===== src/shared/fwe_pkg.sv =====
// constants, types and opcodes for the flash write-latch, erase and suspend sequencer
// Functional notes
// - write-enable 06h sets the latch; write-disable 04h clears it; opcode only.
// - write-enable not closed right after its opcode is dropped; latch stays 0.
// - write-disable not closed right after its opcode is dropped; latch stays 1.
// - subsector erase is opcode plus three address bytes; erases subsector on select rise.
// - sector erase is opcode plus three address bytes; erases whole sector on select rise.
// - bulk erase is opcode alone; erases whole array on select rise.
// - erase commands with the latch clear are ignored and set no error bit.
// - write-in-progress is 1 during erase, 0 after; latch cleared either way.
// - erase timeout resets the latch and sets the erase error bit.
// - erase not closed at the proper bit is dropped; no flags; latch stays 1.
// - erase of protected region does nothing; latch stays 1; flag bits 1 and 5 set.
// - bulk erase with any sector locked does nothing; latch stays; bits 1 and 5 set.
// - suspend is one opcode; state holds until resume; suspends program or erase.
// - suspend during program sets flag bit 2 at once, bit 7 after latency.
// - suspend during erase sets flag bit 6 at once, bit 7 after latency.
// - if remaining time is under the latency, finish and clear bit 2 or 6.
// - suspend state is volatile; flag status register comes up as 80h.
// - in erase suspend, program and read allowed outside the suspended sector.
// - program into the erase-suspended sector is ignored, sets flag bit 4, latch unchanged.
// - in erase suspend, lock and volatile configuration writes are accepted.
// - resume sets write-in-progress, clears controller-ready bit; ignored when not suspended.
// - one nesting level: program inside erase suspend; resumes undo in reverse order.
package fwe_pkg;

	localparam int unsigned CLK_MHZ = 10;

	localparam logic [7:0] OP_WRITE_ENABLE = 8'h06;
	localparam logic [7:0] OP_WRITE_DISABLE = 8'h04;
	localparam logic [7:0] OP_SUBSECTOR_ERASE = 8'h20;
	localparam logic [7:0] OP_SECTOR_ERASE = 8'hD8;
	localparam logic [7:0] OP_BULK_ERASE = 8'hC7;
	localparam logic [7:0] OP_SUSPEND = 8'h75;
	localparam logic [7:0] OP_RESUME = 8'h7A;
	localparam logic [7:0] OP_PAGE_PROGRAM = 8'h02;
	localparam logic [7:0] OP_CLEAR_FLAGS = 8'h50;

	localparam logic [5:0] OPCODE_BITS = 6'h08;
	localparam logic [5:0] ADDR_CMD_BITS = 6'h20;
	localparam logic [5:0] PROG_MIN_BITS = 6'h28;
	localparam logic [5:0] BIT_COUNT_MAX = 6'h3F;

	localparam int SECTOR_LSB = 16;
	localparam int SECTOR_MSB = 21;

	localparam int SR_WIP = 0;
	localparam int SR_WEL = 1;
	localparam int FSR_PROT_ERR = 1;
	localparam int FSR_PROG_SUSP = 2;
	localparam int FSR_PROG_ERR = 4;
	localparam int FSR_ERASE_ERR = 5;
	localparam int FSR_ERASE_SUSP = 6;
	localparam int FSR_READY = 7;

	localparam logic [7:0] FSR_RESET = 8'h80;
	localparam logic [7:0] SR_RESET = 8'h00;
	localparam logic [5:0] PIN_SYNC_RESET = 6'h20;

	localparam int unsigned SUBSECTOR_ERASE_TIME_US = 50000;
	localparam int unsigned SECTOR_ERASE_TIME_US = 150000;
	localparam int unsigned FULL_ARRAY_ERASE_TIME_US = 10000000;
	localparam int unsigned PROGRAM_TIME_US = 500;
	localparam int unsigned SUSPEND_LATENCY_US = 20;
	localparam logic [31:0] SUSPEND_LATENCY_CYCLES = 32'(SUSPEND_LATENCY_US * CLK_MHZ);

	typedef enum logic [1:0] {
		FWE_PROTO_EXT = 2'h0,
		FWE_PROTO_DUAL = 2'h1,
		FWE_PROTO_QUAD = 2'h2
	} fwe_proto_t;

	typedef enum logic [1:0] {
		FWE_ERASE_SUB = 2'h0,
		FWE_ERASE_SECTOR = 2'h1,
		FWE_ERASE_BULK = 2'h2
	} fwe_erase_kind_t;

	typedef enum logic [2:0] {
		FWE_ST_IDLE = 3'b000,
		FWE_ST_ERASE = 3'b001,
		FWE_ST_PROG = 3'b010,
		FWE_ST_ERASE_SUSP = 3'b011,
		FWE_ST_PROG_IN_SUSP = 3'b100,
		FWE_ST_PROG_SUSP = 3'b101,
		FWE_ST_BOTH_SUSP = 3'b110
	} fwe_state_t;

	typedef struct packed {
		logic done;
		logic [5:0] nbits;
		logic [7:0] opcode;
		logic [23:0] addr;
	} fwe_frame_t;

	typedef struct packed {
		fwe_erase_kind_t kind;
		logic [23:0] addr;
	} fwe_region_t;

endpackage


===== src/fwe_flash_seq.sv =====
// write enable latch, erase and program/erase suspend sequencer
`timescale 1ns/1ns
module fwe_flash_seq #(
	parameter int unsigned SUBSECTOR_ERASE_TIME_US = fwe_pkg::SUBSECTOR_ERASE_TIME_US,
	parameter int unsigned SECTOR_ERASE_TIME_US = fwe_pkg::SECTOR_ERASE_TIME_US,
	parameter int unsigned FULL_ARRAY_ERASE_TIME_US = fwe_pkg::FULL_ARRAY_ERASE_TIME_US,
	parameter int unsigned PROGRAM_TIME_US = fwe_pkg::PROGRAM_TIME_US
) (
	input wire logic core_clk,
	input wire logic sys_rst,
	input wire logic sel_n_pin,
	input wire logic serial_clk_pin,
	input wire logic [3:0] dq_pin,
	input wire fwe_pkg::fwe_proto_t proto_mode,
	input wire logic [63:0] sector_protect,
	input wire logic op_timeout_fault,
	output logic [7:0] status_bits,
	output logic [7:0] flag_bits,
	output logic erase_suspended,
	output logic [5:0] suspended_sector,
	output logic cfg_write_ok,
	output logic erase_done,
	output fwe_pkg::fwe_region_t erase_region
);
	import fwe_pkg::*;

	localparam logic [31:0] SUBSECTOR_ERASE_CYCLES = 32'(SUBSECTOR_ERASE_TIME_US * CLK_MHZ);
	localparam logic [31:0] SECTOR_ERASE_CYCLES = 32'(SECTOR_ERASE_TIME_US * CLK_MHZ);
	localparam logic [31:0] FULL_ARRAY_ERASE_CYCLES = 32'(FULL_ARRAY_ERASE_TIME_US * CLK_MHZ);
	localparam logic [31:0] PROGRAM_CYCLES = 32'(PROGRAM_TIME_US * CLK_MHZ);

	fwe_frame_t frame;
	fwe_state_t state;
	fwe_state_t next_state;
	fwe_region_t region;
	logic wel;
	logic next_wel;
	logic [31:0] erase_remain;
	logic [31:0] prog_remain;
	logic [31:0] lat_cnt;
	logic susp_pending;
	logic prog_susp_flag;
	logic erase_susp_flag;
	logic next_prog_susp_flag;
	logic next_erase_susp_flag;
	logic prot_err;
	logic prog_err;
	logic erase_err;
	logic next_prot_err;
	logic next_prog_err;
	logic next_erase_err;
	logic running;
	logic next_running;
	logic prog_active;
	logic [31:0] active_remain;
	logic [5:0] addr_sector;
	logic op_only;
	logic addr_only;
	logic prog_frame;
	logic ev_wren;
	logic ev_wrdi;
	logic ev_clear;
	logic erase_req;
	logic erase_prot;
	logic ev_erase_go;
	logic ev_erase_prot;
	logic ev_prog_go;
	logic ev_prog_block;
	logic ev_prog_prot;
	logic ev_suspend;
	logic ev_resume;
	logic ev_done;
	logic ev_taken;
	fwe_erase_kind_t req_kind;

	fwe_link_rx u_rx (
		.core_clk(core_clk),
		.sys_rst(sys_rst),
		.sel_n_pin(sel_n_pin),
		.serial_clk_pin(serial_clk_pin),
		.dq_pin(dq_pin),
		.proto_mode(proto_mode),
		.frame(frame)
	);

	function automatic logic [31:0] erase_cycles(input fwe_erase_kind_t kind);
		case (kind)
			FWE_ERASE_SUB: erase_cycles = SUBSECTOR_ERASE_CYCLES;
			FWE_ERASE_SECTOR: erase_cycles = SECTOR_ERASE_CYCLES;
			default: erase_cycles = FULL_ARRAY_ERASE_CYCLES;
		endcase
	endfunction

	function automatic logic is_running(input fwe_state_t st);
		is_running = (st == FWE_ST_ERASE) || (st == FWE_ST_PROG) || (st == FWE_ST_PROG_IN_SUSP);
	endfunction

	function automatic logic in_erase_susp(input fwe_state_t st);
		in_erase_susp = (st == FWE_ST_ERASE_SUSP) || (st == FWE_ST_PROG_IN_SUSP) || (st == FWE_ST_BOTH_SUSP);
	endfunction

	// frame length checks: select must rise exactly at the right bit, or at a byte boundary from bit 40 to bit 56 for program
	assign op_only = frame.nbits == OPCODE_BITS;
	assign addr_only = frame.nbits == ADDR_CMD_BITS;
	assign prog_frame = (frame.nbits >= PROG_MIN_BITS) && (frame.nbits[2:0] == 3'h0);
	assign addr_sector = frame.addr[SECTOR_MSB:SECTOR_LSB];

	assign running = is_running(state);
	assign prog_active = (state == FWE_ST_PROG) || (state == FWE_ST_PROG_IN_SUSP);
	assign active_remain = prog_active ? prog_remain : erase_remain;

	assign ev_wren = frame.done && op_only && frame.opcode == OP_WRITE_ENABLE;
	assign ev_wrdi = frame.done && op_only && frame.opcode == OP_WRITE_DISABLE;
	assign ev_clear = frame.done && op_only && frame.opcode == OP_CLEAR_FLAGS;

	// subsector, sector and bulk erase decode
	always_comb begin
		req_kind = FWE_ERASE_BULK;
		erase_req = 1'b0;
		erase_prot = 1'b0;
		if (frame.opcode == OP_SUBSECTOR_ERASE || frame.opcode == OP_SECTOR_ERASE) begin
			req_kind = (frame.opcode == OP_SUBSECTOR_ERASE) ? FWE_ERASE_SUB : FWE_ERASE_SECTOR;
			erase_req = addr_only;
			erase_prot = sector_protect[addr_sector];
		end else if (frame.opcode == OP_BULK_ERASE) begin
			erase_req = op_only;
			erase_prot = |sector_protect;
		end
	end

	// latch clear means ignore without error
	assign ev_erase_go = frame.done && erase_req && wel && state == FWE_ST_IDLE && !erase_prot;
	assign ev_erase_prot = frame.done && erase_req && wel && state == FWE_ST_IDLE && erase_prot;

	// program allowed in erase suspend outside the suspended sector
	always_comb begin
		ev_prog_go = 1'b0;
		ev_prog_block = 1'b0;
		ev_prog_prot = 1'b0;
		if (frame.done && prog_frame && frame.opcode == OP_PAGE_PROGRAM && wel) begin
			if (state == FWE_ST_ERASE_SUSP &&
				(region.kind == FWE_ERASE_BULK || addr_sector == region.addr[SECTOR_MSB:SECTOR_LSB])) begin
				ev_prog_block = 1'b1;
			end else if (state == FWE_ST_IDLE || state == FWE_ST_ERASE_SUSP) begin
				ev_prog_prot = sector_protect[addr_sector];
				ev_prog_go = !sector_protect[addr_sector];
			end
		end
	end

	// suspend accepted only while an operation runs
	assign ev_suspend = frame.done && op_only && frame.opcode == OP_SUSPEND && running && !susp_pending &&
		!(prog_active ? prog_susp_flag : erase_susp_flag);
	assign ev_resume = frame.done && op_only && frame.opcode == OP_RESUME && !running &&
		(state == FWE_ST_ERASE_SUSP || state == FWE_ST_PROG_SUSP || state == FWE_ST_BOTH_SUSP);

	assign ev_done = running && active_remain == 32'h1;
	assign ev_taken = susp_pending && lat_cnt == 32'h1 && !ev_done;

	// operation state with one nesting level
	always_comb begin
		next_state = state;
		case (state)
			FWE_ST_IDLE: begin
				if (ev_erase_go) begin
					next_state = FWE_ST_ERASE;
				end else if (ev_prog_go) begin
					next_state = FWE_ST_PROG;
				end
			end
			FWE_ST_ERASE: begin
				if (ev_done) begin
					next_state = FWE_ST_IDLE;
				end else if (ev_taken) begin
					next_state = FWE_ST_ERASE_SUSP;
				end
			end
			FWE_ST_PROG: begin
				if (ev_done) begin
					next_state = FWE_ST_IDLE;
				end else if (ev_taken) begin
					next_state = FWE_ST_PROG_SUSP;
				end
			end
			FWE_ST_ERASE_SUSP: begin
				if (ev_prog_go) begin
					next_state = FWE_ST_PROG_IN_SUSP;
				end else if (ev_resume) begin
					next_state = FWE_ST_ERASE;
				end
			end
			FWE_ST_PROG_IN_SUSP: begin
				if (ev_done) begin
					next_state = FWE_ST_ERASE_SUSP;
				end else if (ev_taken) begin
					next_state = FWE_ST_BOTH_SUSP;
				end
			end
			FWE_ST_PROG_SUSP: begin
				if (ev_resume) begin
					next_state = FWE_ST_PROG;
				end
			end
			FWE_ST_BOTH_SUSP: begin
				if (ev_resume) begin
					next_state = FWE_ST_PROG_IN_SUSP;
				end
			end
			default: begin
				next_state = FWE_ST_IDLE;
			end
		endcase
	end

	always_ff @(posedge core_clk) begin
		if (sys_rst) begin
			state <= FWE_ST_IDLE;
		end else begin
			state <= next_state;
		end
	end

	// write enable latch
	always_comb begin
		next_wel = wel;
		if (ev_wren) begin
			next_wel = 1'b1;
		end else if (ev_wrdi) begin
			next_wel = 1'b0;
		// latch cleared once an operation starts
		end else if (ev_erase_go || ev_prog_go) begin
			next_wel = 1'b0;
		end else if (ev_done && op_timeout_fault) begin
			next_wel = 1'b0;
		end
	end

	// reset value of the latch is 0
	always_ff @(posedge core_clk) begin
		if (sys_rst) begin
			wel <= 1'b0;
		end else begin
			wel <= next_wel;
		end
	end

	always_ff @(posedge core_clk) begin
		if (sys_rst) begin
			erase_remain <= 32'h0;
		end else if (ev_erase_go) begin
			erase_remain <= erase_cycles(req_kind);
		end else if (state == FWE_ST_ERASE && erase_remain != 32'h0) begin
			erase_remain <= erase_remain - 32'h1;
		end
	end

	always_ff @(posedge core_clk) begin
		if (sys_rst) begin
			prog_remain <= 32'h0;
		end else if (ev_prog_go) begin
			prog_remain <= PROGRAM_CYCLES;
		end else if (prog_active && prog_remain != 32'h0) begin
			prog_remain <= prog_remain - 32'h1;
		end
	end

	// suspend only pends if enough time remains
	always_ff @(posedge core_clk) begin
		if (sys_rst) begin
			susp_pending <= 1'b0;
			lat_cnt <= 32'h0;
		end else if (ev_suspend && active_remain > SUSPEND_LATENCY_CYCLES) begin
			susp_pending <= 1'b1;
			lat_cnt <= SUSPEND_LATENCY_CYCLES;
		end else if (ev_done || ev_taken) begin
			susp_pending <= 1'b0;
			lat_cnt <= 32'h0;
		end else if (susp_pending) begin
			lat_cnt <= lat_cnt - 32'h1;
		end
	end

	// suspend indication bits
	always_comb begin
		next_prog_susp_flag = prog_susp_flag;
		next_erase_susp_flag = erase_susp_flag;
		if (ev_suspend) begin
			if (prog_active) begin
				next_prog_susp_flag = 1'b1;
			end else begin
				next_erase_susp_flag = 1'b1;
			end
		end
		if (ev_done) begin
			if (prog_active) begin
				next_prog_susp_flag = 1'b0;
			end else begin
				next_erase_susp_flag = 1'b0;
			end
		end
		if (ev_resume) begin
			if (state == FWE_ST_ERASE_SUSP) begin
				next_erase_susp_flag = 1'b0;
			end else begin
				next_prog_susp_flag = 1'b0;
			end
		end
	end

	// error bits: a new error wins over a clear
	always_comb begin
		next_prot_err = prot_err && !ev_clear;
		next_prog_err = prog_err && !ev_clear;
		next_erase_err = erase_err && !ev_clear;
		// protection fail sets bit 1 plus bit 5 for erase or bit 4 for program
		if (ev_erase_prot) begin
			next_prot_err = 1'b1;
			next_erase_err = 1'b1;
		end
		if (ev_prog_prot) begin
			next_prot_err = 1'b1;
			next_prog_err = 1'b1;
		end
		// suspended sector program sets bit 4
		if (ev_prog_block) begin
			next_prog_err = 1'b1;
		end
		if (ev_done && op_timeout_fault) begin
			if (prog_active) begin
				next_prog_err = 1'b1;
			end else begin
				next_erase_err = 1'b1;
			end
		end
	end

	always_ff @(posedge core_clk) begin
		if (sys_rst) begin
			prog_susp_flag <= 1'b0;
			erase_susp_flag <= 1'b0;
			prot_err <= 1'b0;
			prog_err <= 1'b0;
			erase_err <= 1'b0;
		end else begin
			prog_susp_flag <= next_prog_susp_flag;
			erase_susp_flag <= next_erase_susp_flag;
			prot_err <= next_prot_err;
			prog_err <= next_prog_err;
			erase_err <= next_erase_err;
		end
	end

	always_ff @(posedge core_clk) begin
		if (sys_rst) begin
			region <= '0;
		end else if (ev_erase_go) begin
			region.kind <= req_kind;
			region.addr <= frame.addr;
		end
	end

	assign next_running = is_running(next_state);

	always_ff @(posedge core_clk) begin
		if (sys_rst) begin
			status_bits <= SR_RESET;
			flag_bits <= FSR_RESET;
		end else begin
			status_bits <= SR_RESET;
			status_bits[SR_WIP] <= next_running;
			status_bits[SR_WEL] <= next_wel;
			flag_bits <= 8'h00;
			// ready bit shows the suspended state after latency
			flag_bits[FSR_READY] <= !next_running;
			flag_bits[FSR_ERASE_SUSP] <= next_erase_susp_flag;
			flag_bits[FSR_ERASE_ERR] <= next_erase_err;
			flag_bits[FSR_PROG_ERR] <= next_prog_err;
			flag_bits[FSR_PROG_SUSP] <= next_prog_susp_flag;
			flag_bits[FSR_PROT_ERR] <= next_prot_err;
		end
	end

	// completed erase reported with its region
	always_ff @(posedge core_clk) begin
		if (sys_rst) begin
			erase_done <= 1'b0;
			erase_region <= '0;
		end else begin
			erase_done <= ev_done && !prog_active && !op_timeout_fault;
			erase_region <= region;
		end
	end

	// register writes allowed when idle or suspended
	always_ff @(posedge core_clk) begin
		if (sys_rst) begin
			cfg_write_ok <= 1'b1;
			erase_suspended <= 1'b0;
			suspended_sector <= 6'h00;
		end else begin
			cfg_write_ok <= !next_running;
			erase_suspended <= in_erase_susp(next_state);
			suspended_sector <= region.addr[SECTOR_MSB:SECTOR_LSB];
		end
	end

endmodule


===== src/fwe_link_rx.sv =====
// serial command receiver: pin synchronisers, edge detection and frame capture
`timescale 1ns/1ns
module fwe_link_rx (
	input wire logic core_clk,
	input wire logic sys_rst,
	input wire logic sel_n_pin,
	input wire logic serial_clk_pin,
	input wire logic [3:0] dq_pin,
	input wire fwe_pkg::fwe_proto_t proto_mode,
	output fwe_pkg::fwe_frame_t frame
);
	import fwe_pkg::*;

	logic [5:0] pin_raw;
	logic [5:0] pin_meta;
	logic [5:0] pin_sync;
	logic clk_hist;
	logic sel_hist;
	logic clk_rise;
	logic sel_rise;
	logic [5:0] bit_cnt;
	logic [5:0] next_cnt;
	logic [7:0] shreg;
	logic [7:0] next_shreg;
	logic [7:0] opcode;
	logic [23:0] addr;

	assign pin_raw = {sel_n_pin, serial_clk_pin, dq_pin};

	// two-flop synchroniser per pin
	for (genvar i = 0; i < 6; i++) begin : g_sync
		always_ff @(posedge core_clk) begin
			if (sys_rst) begin
				pin_meta[i] <= PIN_SYNC_RESET[i];
				pin_sync[i] <= PIN_SYNC_RESET[i];
			end else begin
				pin_meta[i] <= pin_raw[i];
				pin_sync[i] <= pin_meta[i];
			end
		end
	end

	always_ff @(posedge core_clk) begin
		if (sys_rst) begin
			clk_hist <= 1'b0;
			sel_hist <= 1'b1;
		end else begin
			clk_hist <= pin_sync[4];
			sel_hist <= pin_sync[5];
		end
	end

	assign clk_rise = pin_sync[4] & ~clk_hist & ~pin_sync[5];
	assign sel_rise = pin_sync[5] & ~sel_hist;

	// lanes per clock follow the protocol
	always_comb begin
		case (proto_mode)
			FWE_PROTO_DUAL: begin
				next_shreg = {shreg[5:0], pin_sync[1:0]};
				next_cnt = bit_cnt + 6'h02;
			end
			FWE_PROTO_QUAD: begin
				next_shreg = {shreg[3:0], pin_sync[3:0]};
				next_cnt = bit_cnt + 6'h04;
			end
			default: begin
				next_shreg = {shreg[6:0], pin_sync[0]};
				next_cnt = bit_cnt + 6'h01;
			end
		endcase
		if (bit_cnt > BIT_COUNT_MAX - 6'h04) begin
			next_cnt = BIT_COUNT_MAX;
		end
	end

	always_ff @(posedge core_clk) begin
		if (sys_rst || pin_sync[5]) begin
			bit_cnt <= 6'h00;
			shreg <= 8'h00;
		end else if (clk_rise) begin
			bit_cnt <= next_cnt;
			shreg <= next_shreg;
		end
	end

	always_ff @(posedge core_clk) begin
		if (sys_rst) begin
			opcode <= 8'h00;
			addr <= 24'h000000;
		end else if (clk_rise && next_cnt[2:0] == 3'h0 && bit_cnt < ADDR_CMD_BITS) begin
			if (next_cnt == OPCODE_BITS) begin
				opcode <= next_shreg;
			end else begin
				addr <= {addr[15:0], next_shreg};
			end
		end
	end

	// frame closes on the select rising edge
	always_ff @(posedge core_clk) begin
		if (sys_rst) begin
			frame <= '0;
		end else begin
			frame.done <= sel_rise;
			frame.nbits <= bit_cnt;
			frame.opcode <= opcode;
			frame.addr <= addr;
		end
	end

endmodule

===== config.mk =====
export PLATFORM = sky130hd
export DESIGN_NAME = fwe_flash_seq
export DESIGN_NICKNAME = d
export VERILOG_FILES = /design/src/shared/fwe_pkg.sv /design/src/fwe_flash_seq.sv /design/src/fwe_link_rx.sv
export SDC_FILE = /design/constraint.sdc
export NUM_CORES = 1
export LEC_CHECK = 0
export BUFFER_PORTS_ARGS = -buffer_cell sky130_fd_sc_hd__buf_2
export CAP_MARGIN = 20
export CORE_MARGIN = 2
export CORE_UTILIZATION = 30
export DETAILED_ROUTE_END_ITERATION = 6
export PLACE_DENSITY = 0.5
export SLEW_MARGIN = 20
export SYNTH_ARGS = -nofsm -noshare
export SYNTH_HDL_FRONTEND = slang
export SYNTH_SLANG_ARGS = --single-unit

===== constraint.sdc =====
create_clock -name core_clk -period 5.9 [get_ports core_clk]
set_input_delay 0.885 -clock core_clk [delete_from_list [all_inputs] [get_ports core_clk]]
set_output_delay 0.885 -clock core_clk [all_outputs]
set_load 0.01 [all_outputs]

# After elaboration in Yosys (flattened, before gate mapping)
# Index checks and enable logic that the tools add are counted.
totals:
  reg_bits: 281
  elab_cells: 239
  output_inout_bits: 51
classes:
  reduce_logical: 75
  eq_ne: 30
  n_lt_le_gt_ge: 5
  addsub: 6
  bitwise: 7
  muxes: 69
ops:
  columns: ["cell", "count"]
  rows:
  - ["2-to-1 mux 32 bit", 3]
  - ["subtractor 32 x 1 -> 32 bit, second input constant", 3]
  - ["equality test 32 x 1 -> 1 bit, second input constant", 2]
  - ["nonzero test 32 bit", 2]
  - ["OR reduction 64 bit", 1]
  - ["case mux 27 bit (2 select lines)", 1]
  - ["2-to-1 mux 1 bit", 42]
  - ["2-to-1 mux 3 bit", 12]
  - ["logical AND 1 bit", 35]
  - ["> comparator 32 x 8 -> 1 bit, second input constant", 1]
  - ["2-to-1 mux 13 bit", 2]
  - ["equality test 8 x 7 -> 1 bit, second input constant", 3]
  - ["2-to-1 mux 8 bit", 3]
  - ["case mux 3 bit (7 select lines)", 1]
  - ["equality test 8 x 3 -> 1 bit, second input constant", 2]
  - ["equality test 8 bit, second input constant", 2]
  - ["case mux 8 bit (2 select lines)", 1]
  - ["equality test 3 bit, second input constant", 5]
  - ["logical OR 1 bit", 15]
  - ["equality test 3 x 2 -> 1 bit, second input constant", 4]
  - ["equality test 6 x 4 -> 1 bit, second input constant", 2]
  - ["case mux 6 bit (2 select lines)", 1]
  - ["logical NOT 1 bit", 10]
  - ["logical NOT 3 bit", 3]
  - ["other kinds (25)", 36]

# Logic depth before layout (Yosys ltp)
# Gate-level depths: netlist of run 1.
logic_depth:
  depth_word: 14
  depth_mapped: 13
  depth_no_buf: 11

# By module
# Synthesis of run 1 repeated with hierarchy kept, for this count alone.
unflattened:
  cells_unflattened: 1258
  area_unflattened_um2: 11564.8
modules_own_cells:
  columns: ["mod", "instances", "cells_per_inst", "area_per_inst_um2"]
  rows:
  - ["fwe_flash_seq", 1, 916, 7871.3]
  - ["fwe_link_rx", 1, 342, 3693.5]

# Least setup slack after synthesis of run 1
# No wires, ideal clock.
synth_timing:
  path_kind: "input -> register"
  from: "input proto_mode[0]"
  to: "register u_rx.addr[10]"
  path_buffers: 2
  arrival_time_ps: 3138
  setup_slack_ps: 2635
  path_stages: 10
  path_cell_list: "inv_1 > ha_1 > clkbuf_1 > or2_2 > o31a_1 > and3_1 > nor2_1 > buf_2 > mux2i_1 > nor2_1"
synth_via:
  elab_chain_cells: 7
synth_rtl:
  columns: ["element", "line_no", "source"]
  rows:
  - ["from (decl)", "fwe_flash_seq.sv:14", "input wire fwe_pkg::fwe_proto_t proto_mode,"]
  - ["equality test 2 bit or equality test 2 x 1 -> 1 bit (tied branches)", "fwe_link_rx.sv:58", "case (proto_mode)"]
  - ["case mux 6 bit (2 select lines) *", "fwe_link_rx.sv:58", null]
  - ["2-to-1 mux 6 bit *", "fwe_link_rx.sv:72", "if (bit_cnt > BIT_COUNT_MAX - 6'h04) begin"]
  - ["logical NOT 3 bit", "fwe_link_rx.sv:91", "end else if (clk_rise && next_cnt[2:0] == 3'h0 && bit_cnt < ADDR_CMD_BITS) begin"]
  - ["logical AND 1 bit (2 in series)", "fwe_link_rx.sv:91", null]
  - ["AND reduction 2 bit (no line) *", null, null]
  - ["to (signal assigned)", "fwe_link_rx.sv:95", "addr <= {addr[15:0], next_shreg};"]
  - ["to (decl)", "fwe_link_rx.sv:26", "logic [23:0] addr;"]
# Mark *: on every way between the ends. The rest lies on a longest branch, timed or not.
# A chain may end at the register's enable or synchronous reset.

# Worst setup path in the final report of run 1
layout_timing:
  from: "register, netlist name u_rx.frame[18]"
  to: "register erase_remain[20]"
layout_via:
  elab_chain_cells: 6
layout_rtl:
  columns: ["element", "line_no", "source"]
  rows:
  - ["binary-select mux 1 bit (select 6 bit) *", "fwe_flash_seq.sv:124", "erase_prot = sector_protect[addr_sector];"]
  - ["2-to-1 mux 1 bit (implied by the code) *", "fwe_flash_seq.sv:124", null]
  - ["2-to-1 mux 1 bit *", "fwe_flash_seq.sv:121", "if (frame.opcode == OP_SUBSECTOR_ERASE || frame.opcode == OP_SECTOR_ERASE) begin"]
  - ["logical NOT 1 bit *", "fwe_flash_seq.sv:132", "assign ev_erase_go = frame.done && erase_req && wel && state == FWE_ST_IDLE && !erase_prot;"]
  - ["logical AND 1 bit *", "fwe_flash_seq.sv:132", null]
  - ["2-to-1 mux 32 bit or nonzero test 2 bit (tied branches)", null, null]
  - ["to (signal assigned)", "fwe_flash_seq.sv:251", "erase_remain <= erase_cycles(req_kind);"]
  - ["to (signal assigned)", "fwe_flash_seq.sv:253", "erase_remain <= erase_remain - 32'h1;"]
  - ["to (decl)", "fwe_flash_seq.sv:38", "logic [31:0] erase_remain;"]
# Mark *: on every way between the ends. The rest lies on a longest branch, timed or not. The select of a mux whose other input is x is not followed.

==> results of run 1 <==
through the flow:
stage / area, um^2 / instances / worst slack [ns] / hold slack (ns) / util
floorplan: 11700 / 1302 / 2.63 / 0.372 / -
global placement: 12500 / 1858 / 1.72 / 0.398 / 0.325
detailed placement: 12600 / 1859 / 1.65 / 0.400 / 0.326
CTS: 13600 / 1914 / 1.91 / 0.410 / 0.352
global route: 13600 / 1914 / 1.61 / 0.414 / 0.353
finish: 13600 / 1914 / 1.92 / 0.410 / 0.353
worst paths after layout:
check | to | slack, ns | depth (start not counted)
max | erase_remain[20]$_SDFFE_PP0P_ | 1.92 | 10
min | u_rx.pin_sync[5]$_SDFF_PP1_ | 0.41 | 1
max reg2reg | erase_remain[20]$_SDFFE_PP0P_ | 1.92 | 10
min reg2reg | u_rx.pin_sync[5]$_SDFF_PP1_ | 0.41 | 1
cells by family after synthesis:
| logic type | share of synthesized area |
|---|---|
| compound gates | 0.101 |
| xor+xnor | 0.0681 |
| fa+ha+maj | 0.0107 |
| buf+inv | 0.0460 |
| flops | 0.445 |
| mux | 0.0671 |
| other cells | 0.000321 |
| simple gates | 0.262 |
area by class of cell:
cell class / count / area (um^2) / share of cell area
Inverter: 22 / 82.6 / 0.00607
Tap cell: 518 / 648 / 0.0477
Clock inverter: 16 / 206 / 0.0152
Clock buffer: 39 / 825 / 0.0606
Timing Repair Buffer: 122 / 637 / 0.0468
Multi-Input combinational cell: 937 / 5990 / 0.441
Sequential cell: 260 / 5200 / 0.383
routing by layer:
metal,vias to the layer above,routed length [um],GRT usage
met3,49,873,0.0188
li1,4638,-,-
met1,4218,13900,0.191
met4,0,697,0.0376
met2,161,11800,0.205
met5,-,0,0
Yosys cell counts, types with 21 or more instances:
cell type  instances  area share
nand3_1           21      0.0090
inv_1             21      0.0067
nor3_1            32       0.014
clkbuf_1          36       0.012
nor4_1            39       0.021
xnor2_1           54       0.040
nor2_1           186       0.060
nand2_1          103       0.033
nor2b_1           83       0.044
xor2_1            37       0.028
mux2i_1           48       0.041
buf_4             23       0.015
a21oi_1           76       0.033
dfxtp_1          260        0.44
o21ai_0           22      0.0094
state kept, by name, indices dropped and copies added (netlist names):
name / flops
u_rx.frame: 39
erase_remain: 32
lat_cnt: 32
prog_remain: 32
erase_region: 26
region: 26
u_rx.addr: 24
u_rx.opcode: 8
u_rx.shreg: 7
flag_bits: 6
u_rx.bit_cnt: 6
u_rx.pin_meta: 6
u_rx.pin_sync: 6
state: 3
erase_done: 1
erase_suspended: 1
status_bits: 1
susp_pending: 1
u_rx.clk_hist: 1
u_rx.sel_hist: 1
wel: 1
power breakdown:
part | internal [mW] | switching (mW) | leakage, nW
combinational | 0.0398 | 0.0651 | 2.52
clock | 1.16 | 0.751 | 0.501
sequential | 1.76 | 0.00155 | 2.10
total | 2.96 | 0.818 | 5.11
worst reg2reg max path, delay by kind of cell (launching register included):
kind | cells | cell delay (ns)
AOI/OAI and AO/OA | 6 | 1.82
DFF | 1 | 0.93
buffers and inverters | 2 | 0.70
muxes | 2 | 0.44
==> metrics.md, run 1 <==
| Metric | Value |
|---|---|
| Max Cap Viol | 0 |
| Post-synth EDFFs | 0 |
| Worst path slowest cell | dfxtp_1 |
| Num CTS Buffers | 30 |
| Height of the chip | 201 um |
| Layout cells sized above 1 | 0.160 |
| Top_reg_cell synth | dfxtp_1 |
| Fin crit period | 3.98 ns |
| Period utilization | 0.674 |
| Gr ovfl total | 0 |
| DRT antenna net count | 0 |
| Pwr Density | 278 nW/um^2 |
| Crit path launch | u_rx.frame[18]$_SDFF_PP0_ |
| Via count | 9066 |
| Root buf cell | clkbuf_16 |
| Final Power | 3.78 mW |
| Hold Vio Cnt, Final | 0 |
| Crit path required time | 6.37 ns |
| Drt first-iter violations | 418 |
| Syn_area_per_cell | 9.03 um^2 |
| Number of global-route vias before repair | 8637 |
| Share of synthesized registers carrying an async set or reset | 0 |
| CP arrival | 4.45 ns |
| IO buf count | 117 |
| Critical Path Sink Type | flop |
| Post-CTS Hold Buffers | 0 |
| Setup-failing EPs final | 0 |
| Register bit total from synthesis | 260 |
| Via/cell ratio | 4.74 |
| HPWL after detailed placement | 19.2 mm |
| Initial antenna violation count | 0 |
| Peak supply drop | 0.208 mV |
| Crit start category | flop |
| First-pass DRT Iterations | 5 |
| Nets@finish | 1458 |
| Final setup TNS | 0 ns |
| CTS H-Tree Depth | 1 |
| Seq/Total Area, Yosys | 0.445 |
| Placer Congestion | 0.820 |
| Post CTS Setup Buffer Count | 0 |
| Clk_lat worst skew | 0.56 ns |
| CTS tree | done |
| Area Growth Syn to Fin | 16.2% |
| Starting Density | 0.303 |
| Commonest non-fill, non-tap cells in the layout | dfxtp_1, nor2_1, buf_2, nand2_1, nor2b_1 |
| Hold Path Class | flop to flop |
| Layout Skew | 0.0130 ns |
| Cell leakage power | 5.11 nW |
| Hold Startpoint | u_rx.pin_meta[5]$_SDFF_PP1_ |
| Outcome | finished, final reports clean |
| Final WL | 27.2 mm |
| Clock Sinks | 260 |
| Syn Inst Count | 1295 |
| Post-cts resize count | 0 |
| Largest net degree at the start of global routing | 90 |
| First-pass GRT wire length | 45.2 mm |
| Area of the mapped netlist | 11700 um^2 |
| Die area | 40600 um^2 |
| Final Max Tran Viols | 0 |
| FF-to-FF Start | u_rx.frame[18]$_SDFF_PP0_ |
| Routed WL per cell | 14.2 um |
| RSZ-0062 raised after global routing | false |
| Clk slew on worst S/H paths | 0.06 ns |
| Drc violations | 0 |
| CORE AREA | 38600 um^2 |
| Delay-heaviest family, CP | compound AO/OA/AOI/OAI gates |
| Io pins | 126 |
| Clock Tree Buf Depth | 3 |
| FP Rows | 72 |
| Distinct cell type count after synthesis | 88 |
| Critical path class | flop to flop |
| GRT Total Usage | 0.132 |
| Fill count | 4016 |
| Actual slew at the worst max-slew pin | 0.954 ns |
| Commonest non-fill, non-tap cell in the layout | dfxtp_1 |
| Yosys warnings | 0 |
| Worst path cell trace | mux4_2 > mux2i_1 > a221oi_1 > o21ai_0 > o21a_1 > o211ai_4 > buf_4 > inv_2 > a41oi_1 > a21boi_0 |
| Relative max-transition margin | 0.358 |
| Ant diodes | 0 |
| Crit path buffers/inverters | 2 |
| Die width | 201 um |
| Max incr delay on CP | 0.93 ns |
| Crit-path max FO | 33 |
| Fmax | 0.251 GHz |
(Power assumes the default switching activity.)
==> run 2: changes to the inputs <==
--- a/config.mk
+++ b/config.mk
@@ -5,12 +5,13 @@
 export SDC_FILE = /design/constraint.sdc
 export NUM_CORES = 1
 export LEC_CHECK = 0
+export ABC_AREA = 1
 export BUFFER_PORTS_ARGS = -buffer_cell sky130_fd_sc_hd__buf_2
 export CAP_MARGIN = 20
 export CORE_MARGIN = 2
 export CORE_UTILIZATION = 30
 export DETAILED_ROUTE_END_ITERATION = 6
-export PLACE_DENSITY = 0.5
+export PLACE_DENSITY = 0.52
 export SLEW_MARGIN = 20
 export SYNTH_ARGS = -nofsm -noshare
 export SYNTH_HDL_FRONTEND = slang
==> constraint.sdc (replaced) <==
create_clock -name core_clk -period 3.6 [get_ports core_clk]
set_input_delay 0.54 -clock core_clk [delete_from_list [all_inputs] [get_ports core_clk]]
set_output_delay 0.54 -clock core_clk [all_outputs]
set_load 0.01 [all_outputs]
==> run 2 against run 1 <==
  * Critical path depth increased by 6
  * Synthesized cell count increased by 39%
  * Worst hold slack got worse by 0.25 ns
  * Utilization decreased by 0.062 points
  * Global-route usage increased by 1.4 points
  * Highest routed layer unchanged
  * Combinational power increased by 90%
==> metrics.md, run 2 <==
| Metric | Value |
|---|---|
| Cell taking the most area after synthesis | dfxtp_1 |
| Critical path class | flop to flop |
| Relative max-transition margin | 0.468 (+0.110) |
| Syn_area_per_cell | 6.98 um^2 (-23%) |
| Final Power | 6.04 mW (+60%) |
| Fin crit period | 2.84 ns (-1.14 ns) |
| Max layer used | met4 |
| Hold Startpoint | sel_n_pin |
| Metal-1 WL | 16.4 mm (+18%) |
| Post-CTS Hold Buffers | 0 (unchanged) |
| Syn Inst Count | 1800 (+39%) |
| Die area | 43500 um^2 (+7.2%) |
| Crit path required time | 4.10 ns (-2.27 ns) |
| Via count | 11400 (+26%) |
| Share of synthesized registers carrying an async set or reset | 0 (unchanged) |
| Length of routed met2 wiring | 14.1 mm (+20%) |
| Outcome | finished, final reports clean |
| Clk_lat worst skew | 0.56 ns (about the same) |
| Place WS | 0.465 ns (-1.18 ns) |
| Post-cts resize count | 0 (unchanged) |
| Clk slew on worst S/H paths | 0.06 ns (about the same) |
| Initial antenna violation count | 0 (unchanged) |
| Seq/Total Area, Yosys | 0.414 (-0.0307) |
| CP arrival | 3.33 ns (-1.12 ns) |
| Routed WL per cell | 13.4 um (-5.8%) |
| Top_reg_cell synth | dfxtp_1 |
| FF-to-FF Start | u_rx.frame[16]$_SDFF_PP0_ |
| Hold Path Class | input pin to flop |
| CORE AREA | 41100 um^2 (+6.6%) |
| Crit-path max FO | 22 (-33%) |
| Crit start category | flop |
| Setup slack, reg-to-reg | 0.76 ns (-1.16 ns) |
| Clock Tree Buf Depth | 3 (unchanged) |
| Max reg flops | 39 (unchanged) |
| Fmax | 0.352 GHz (+40%) |
| Leading post-synthesis cells by cell area | dfxtp_1, nand2_1, nor2_1, inv_1, nand3_1 |
| Reg2reg end | erase_remain[26]$_SDFFE_PP0P_ |
| Commonest non-fill, non-tap cell in the layout | nand2_1 |
| Final worst slack | 0.762 ns (-1.16 ns) |
| Worst hold stages | 2 (+1) |
| Yosys warnings | 0 (unchanged) |
| Starting Density | 0.306 (+0.00222) |
| Most frequent cells after synthesis | nand2_1, nor2_1, dfxtp_1 |
| Setup-failing EPs final | 0 (unchanged) |
| Clock Sinks | 260 (unchanged) |
| Actual slew at the worst max-slew pin | 0.795 ns (-0.159 ns) |
| Post-synth EDFFs | 0 (unchanged) |
| Area of the mapped netlist | 12600 um^2 (+7.4%) |
| RSZ-0062 raised after global routing | false |
| Peak supply drop | 0.313 mV (+51%) |
| First-pass GRT wire length | 53.2 mm (+18%) |
| CTS H-Tree Depth | 1 (unchanged) |
| Layout Skew | 0.0114 ns (-0.00157 ns) |
| Max Cap Viol | 0 (unchanged) |
| WHS Endpoint | u_rx.pin_meta[5]$_SDFF_PP1_ |
| Most frequent cell after synthesis | nand2_1 |
| Register bit total from synthesis | 260 (unchanged) |
| Most flop-heavy register | u_rx.frame |
| Number of global-route vias before repair | 10500 (+22%) |
| Fill count | 4429 (+10%) |
| Reg2Reg Depth | 16 (+6) |
| Io pins | 126 (unchanged) |
| Pwr Density | 418 nW/um^2 (+50%) |
| DRT antenna net count | 0 (unchanged) |
| Cell leakage power | 6.58 nW (+29%) |
| Period utilization | 0.788 (+0.114) |
| Area Growth Syn to Fin | 15.2% |
| GRT Total Usage | 0.146 (+0.0135) |
| Drc violations | 0 (unchanged) |
| Gr ovfl total | 0 (unchanged) |
| First-pass DRT Iterations | 5 (unchanged) |
| Post CTS Setup Buffer Count | 0 (unchanged) |
| Final WL | 32.7 mm (+20%) |
| Final Max Tran Viols | 0 (unchanged) |
| Via/cell ratio | 4.68 (-1.2%) |
| Commonest non-fill, non-tap cells in the layout | nand2_1, nor2_1, dfxtp_1, inv_1, nand3_1 |
| HPWL after detailed placement | 23.8 mm (+24%) |
| Height of the chip | 209 um (+3.6%) |
| Critical Path Sink Type | flop |
| Yosys top cell area share | 0.414 (-0.0307) |
| Layout cells sized above 1 | 0.127 (-0.0328) |
| Hold Vio Cnt, Final | 0 (unchanged) |
| Root buf cell | clkbuf_16 |
| Placer Congestion | 0.851 (+3.7%) |
| Die width | 209 um (+3.6%) |
| IO buf count | 117 (unchanged) |
| Nets@finish | 1972 (+35%) |
| FP Rows | 74 (+2.8%) |
| Distinct cell type count after synthesis | 47 (-47%) |
| Num CTS Buffers | 30 (unchanged) |
| Final setup TNS | 0 ns (unchanged) |
| Largest net degree at the start of global routing | 84 (-6.7%) |
| CTS tree | done |
| DR WL met3 | 1.36 mm (+56%) |
| Drt first-iter violations | 725 (+73%) |
| Multi-input gate area | 6030 um^2 (+0.67%) |
| Sequential cell area | 5200 um^2 (unchanged) |
==> run 2: changes by cell type after synthesis, moves of 76 or more <==
cell / delta
inv_1: +207
nand2_1: +225
nand3_1: +97
nor2_1: +102
nor2b_1: -83
o21ai_0: +76
==> run 2: cell families after synthesis <==
group / synth area share
AOI/OAI and AO/OA: 0.110
and+or+nand+nor: 0.313
buffers and inverters: 0.108
xor gates and xnor gates: 0.0446
DFF: 0.414
other: 0.000298
adders and majority gates: 0.00996
==> run 2: worst max-delay path by stage <==
stage	to	depth (start not counted)	start	slack [ns]
6_report	erase_remain[26]$_SDFFE_PP0P_	16	u_rx.frame[16]$_SDFF_PP0_	0.76
5_1_grt	erase_remain[23]$_SDFFE_PP0P_	16	u_rx.frame[16]$_SDFF_PP0_	0.39
4_1_cts	erase_remain[26]$_SDFFE_PP0P_	16	u_rx.frame[16]$_SDFF_PP0_	0.74
3_5_place_dp	u_rx.addr[16]$_SDFFE_PP0P_	13	proto_mode[0]	0.47
3_3_place_gp	u_rx.addr[16]$_SDFFE_PP0P_	13	proto_mode[0]	0.60
2_1_floorplan	u_rx.addr[10]$_SDFFE_PP0P_	14	proto_mode[0]	1.16
==> run 2: area by class of cell <==
cell class	instances	share of cell area
diodes	1	0.000173
flip-flops and latches	260	0.360
well taps	532	0.0460
clock inverters	12	0.00856
multi-input cells	1228	0.417
inverters	237	0.0616
clock buffers	40	0.0579
repair buffers	130	0.0491
==> run 2: critical path, cell delays in order, from the launching register on <==
cell and delay [ns]:
dfxtp_1 0.30, buf_4 0.21, buf_4 0.28, nand2_1 0.08, nand3_1 0.08, nand3_1 0.07, nand2_1 0.09, nand2_1 0.05
nand3_1 0.09, nand3_2 0.16, nand2_1 0.17, nand2_1 0.12, nand3_2 0.28, nand2_1 0.31, inv_1 0.25, nand2_1 0.08
a21oi_1 0.14
==> run 2: where the power goes <==
| part | internal [mW] | total [mW] | switching (mW) | leakage, nW |
|---|---|---|---|---|
| Combinational | 0.0683 | 0.200 | 0.132 | 4.00 |
| Sequential | 2.89 | 2.89 | 0.00396 | 2.10 |
| Clock | 1.76 | 2.95 | 1.19 | 0.478 |
| Total | 4.72 | 6.04 | 1.32 | 6.58 |
==> run 2: metrics by stage <==
step | hold WS [ns] | utilization | instance area [um^2] | instances
floorplan | 0.367 | - | 12600 | 1807
global placement | 0.371 | 0.329 | 13500 | 2387
detailed placement | 0.377 | 0.329 | 13500 | 2387
CTS | 0.137 | 0.352 | 14500 | 2439
global route | 0.148 | 0.352 | 14500 | 2439
finish | 0.165 | 0.352 | 14500 | 2440
==> run 2: metal layers <==
metal / up-vias / global-route usage
li1: 5937 / -
met1: 5197 / 0.205
met2: 233 / 0.232
met5: - / 0
met4: 0 / 0.0456
met3: 56 / 0.0200
==> run 3: changes to the inputs <==
==> constraint.sdc (replaced) <==
create_clock -name core_clk -period 2.4 [get_ports core_clk]
set_input_delay 0.36 -clock core_clk [delete_from_list [all_inputs] [get_ports core_clk]]
set_output_delay 0.36 -clock core_clk [all_outputs]
set_load 0.01 [all_outputs]
==> run 3 against run 2 <==
  * Fmax increased by 28%
  * Final cell count increased by 2.6%
  * Utilization increased by 2.0 points
==> metrics.md, run 3 (same netlist as run 2, synthesis figures left out) <==
| Metric | Value |
|---|---|
| Crit start category | flop |
| Most flop-heavy register | u_rx.frame |
| Gr ovfl total | 0 (unchanged) |
| CP arrival | 2.66 ns (-0.67 ns) |
| Clock Tree Buf Depth | 3 (unchanged) |
| Ant diodes | 0 (-1) |
| WHS Endpoint | erase_done$_SDFF_PP0_ |
| Placed cells | 2439 (+2.2%) |
| Routed WL per cell | 13.3 um (-0.48%) |
| Initial antenna violation count | 0 (unchanged) |
| Place WS | 0.0432 ns (-0.422 ns) |
| First-pass GRT wire length | 54.6 mm (+2.5%) |
| Final WL | 33.4 mm (+2.1%) |
| Setup-failing EPs final | 0 (unchanged) |
| Pwr Density | 623 nW/um^2 (+49%) |
| Final worst slack | 0.186 ns (-0.576 ns) |
| Hold Vio Cnt, Final | 0 (unchanged) |
| Setup slack, reg-to-reg | 0.19 ns (-0.58 ns) |
| IO buf count | 117 (unchanged) |
| Relative max-transition margin | 0.489 (+0.0209) |
| Layout Skew | 0.00899 ns (-0.00242 ns) |
| Cell leakage power | 7.01 nW (+6.6%) |
| Drc violations | 0 (unchanged) |
| Root buf cell | clkbuf_16 |
| Layout cells sized above 1 | 0.173 (+0.0460) |
| Placer Congestion | 0.897 (+5.4%) |
| CTS tree | done |
| Reg2Reg Depth | 13 (-3) |
| CORE AREA | 41100 um^2 (unchanged) |
| Io pins | 126 (unchanged) |
| Die width | 209 um (unchanged) |
| Starting Density | 0.306 (unchanged) |
| Fmax | 0.452 GHz (+28%) |
| Clk slew on worst S/H paths | 0.06 ns (about the same) |
| Largest net degree at the start of global routing | 72 (-14%) |
| Drt first-iter violations | 693 (-4.4%) |
| Area Growth Syn to Fin | 21.8% |
| GRT Total Usage | 0.149 (+0.00313) |
| Final setup TNS | 0 ns (unchanged) |
| Period utilization | 0.923 (+0.134) |
| Via count | 11700 (+2.5%) |
| Critical Path Sink Type | flop |
| Max Cap Viol | 0 (unchanged) |
| Hold Path Class | input pin to flop |
| Outcome | finished, final reports clean |
| Commonest non-fill, non-tap cell in the layout | nand2_1 |
| Num CTS Buffers | 31 (+3.3%) |
| FP Rows | 74 (unchanged) |
| Via/cell ratio | 4.68 (about the same) |
| Hold Startpoint | op_timeout_fault |
| Number of global-route vias before repair | 11000 (+4.7%) |
| Commonest non-fill, non-tap cells in the layout | nand2_1, nor2_1, dfxtp_1, inv_1, buf_2 |
| HPWL after detailed placement | 25.1 mm (+5.3%) |
| Worst hold stages | 2 (unchanged) |
| Max reg flops | 39 (unchanged) |
| Crit-path max FO | 4 (-82%) |
| Final cell count without fillers | 2504 (+2.6%) |
| CTS H-Tree Depth | 1 (unchanged) |
| Crit path required time | 2.85 ns (-1.25 ns) |
| RSZ-0062 raised after global routing | true |
| Critical path class | flop to flop |
| Height of the chip | 209 um (unchanged) |
| Nets@finish | 2035 (+3.2%) |
| DRT antenna net count | 0 (unchanged) |
| Reg2reg end | status_bits[0]$_SDFF_PP0_ |
| Fill count | 4396 (-0.75%) |
| First-pass DRT Iterations | 6 (+1) |
| Actual slew at the worst max-slew pin | 0.766 ns (-0.0284 ns) |
| Fin crit period | 2.21 ns (-0.624 ns) |
| Peak supply drop | 0.558 mV (+78%) |
| Die area | 43500 um^2 (unchanged) |
| Clk_lat worst skew | 0.57 ns (about the same) |
| FF-to-FF Start | u_rx.frame[35]$_SDFF_PP0_ |
| Final Max Tran Viols | 0 (unchanged) |
| Clock Sinks | 260 (unchanged) |
==> run 3: cell count changes in the layout (fill, tap and decap cells not counted), sizes merged <==
cell,previous run,this run
clkinv,11,7
clkbuf,40,39
buf,130,186
clkinvlp,1,4
bufinv,2,4
diode,1,0
inv,235,238
dlygate4sd3,0,6
==> run 3: worst max-delay path: stages, from the launching register on <==
cell and delay (ns):
dfxtp_1 0.38, nor3b_1 0.28, nand2_1 0.09, nor2_1 0.14, nand4_1 0.11, buf_4 0.17, nor3_4 0.18, nand4_1 0.17
nand2_1 0.10, inv_1 0.06, a21oi_2 0.19, nand2_1 0.08, nand3_2 0.07, a21oi_1 0.06
==> run 3: area by class of cell <==
cell class / instances / area (um^2) / area share
Timing Repair Buffer: 192 / 1260 / 0.0824
Inverter: 237 / 900 / 0.0588
Clock inverter: 16 / 209 / 0.0137
Sequential cell: 260 / 5210 / 0.341
Tap cell: 532 / 666 / 0.0435
Clock buffer: 39 / 866 / 0.0566
Multi-Input combinational cell: 1228 / 6190 / 0.405
==> run 3: per-layer routing <==
metal  part of all wire  track usage
met5                  0            0
met4              0.019       0.0409
met3              0.044       0.0224
met2               0.45        0.240
met1               0.49        0.208
==> run 3: stage by stage <==
stage          instance area (um^2)  hold WS (ns)  power, mW  utilization
2_1_floorplan                 12600         0.367       4.61            -
3_5_place_dp                  13900         0.375       4.76        0.339
5_1_grt                       15300        0.0337       9.91        0.372
3_3_place_gp                  13900         0.379       4.76        0.339
4_1_cts                       15100        0.0142       9.70        0.367
6_report                      15300        0.0553       9.53        0.372
==> run 3: worst max-delay path by stage <==
stage                         startpoint                       endpoint  slack (ns)  depth (start not counted)
2_1_floorplan              proto_mode[0]     u_rx.addr[10]$_SDFFE_PP0P_        0.14                         14
3_3_place_gp   u_rx.frame[26]$_SDFF_PP0_  erase_remain[16]$_SDFFE_PP0P_       0.003                         12
3_5_place_dp         state[0]$_SDFF_PP0_        lat_cnt[1]$_SDFFE_PP0P_        0.04                         13
4_1_cts              state[0]$_SDFF_PP0_       lat_cnt[23]$_SDFFE_PP0P_        0.03                         13
5_1_grt        u_rx.frame[30]$_SDFF_PP0_        flag_bits[7]$_SDFF_PP1_      -0.008                         18
6_report       u_rx.frame[35]$_SDFF_PP0_      status_bits[0]$_SDFF_PP0_        0.19                         13
==> run 3: repair_timing <==
| action | CTS | global route |
|---|---|---|
| endpoints found under the hold margin | 6 | 0 |
| hold buffers | 6 | 0 |
| setup buffers | 0 | 4 |
| setup endpoints to repair | 0 | 123 |
| gates resized for setup | 0 | 52 |
==> run 3: where the power goes <==
part / switching, mW / leakage [nW] / internal [mW]
Combinational: 0.208 / 4.39 / 0.130
Clock: 1.88 / 0.522 / 2.98
Sequential: 0.00557 / 2.10 / 4.33
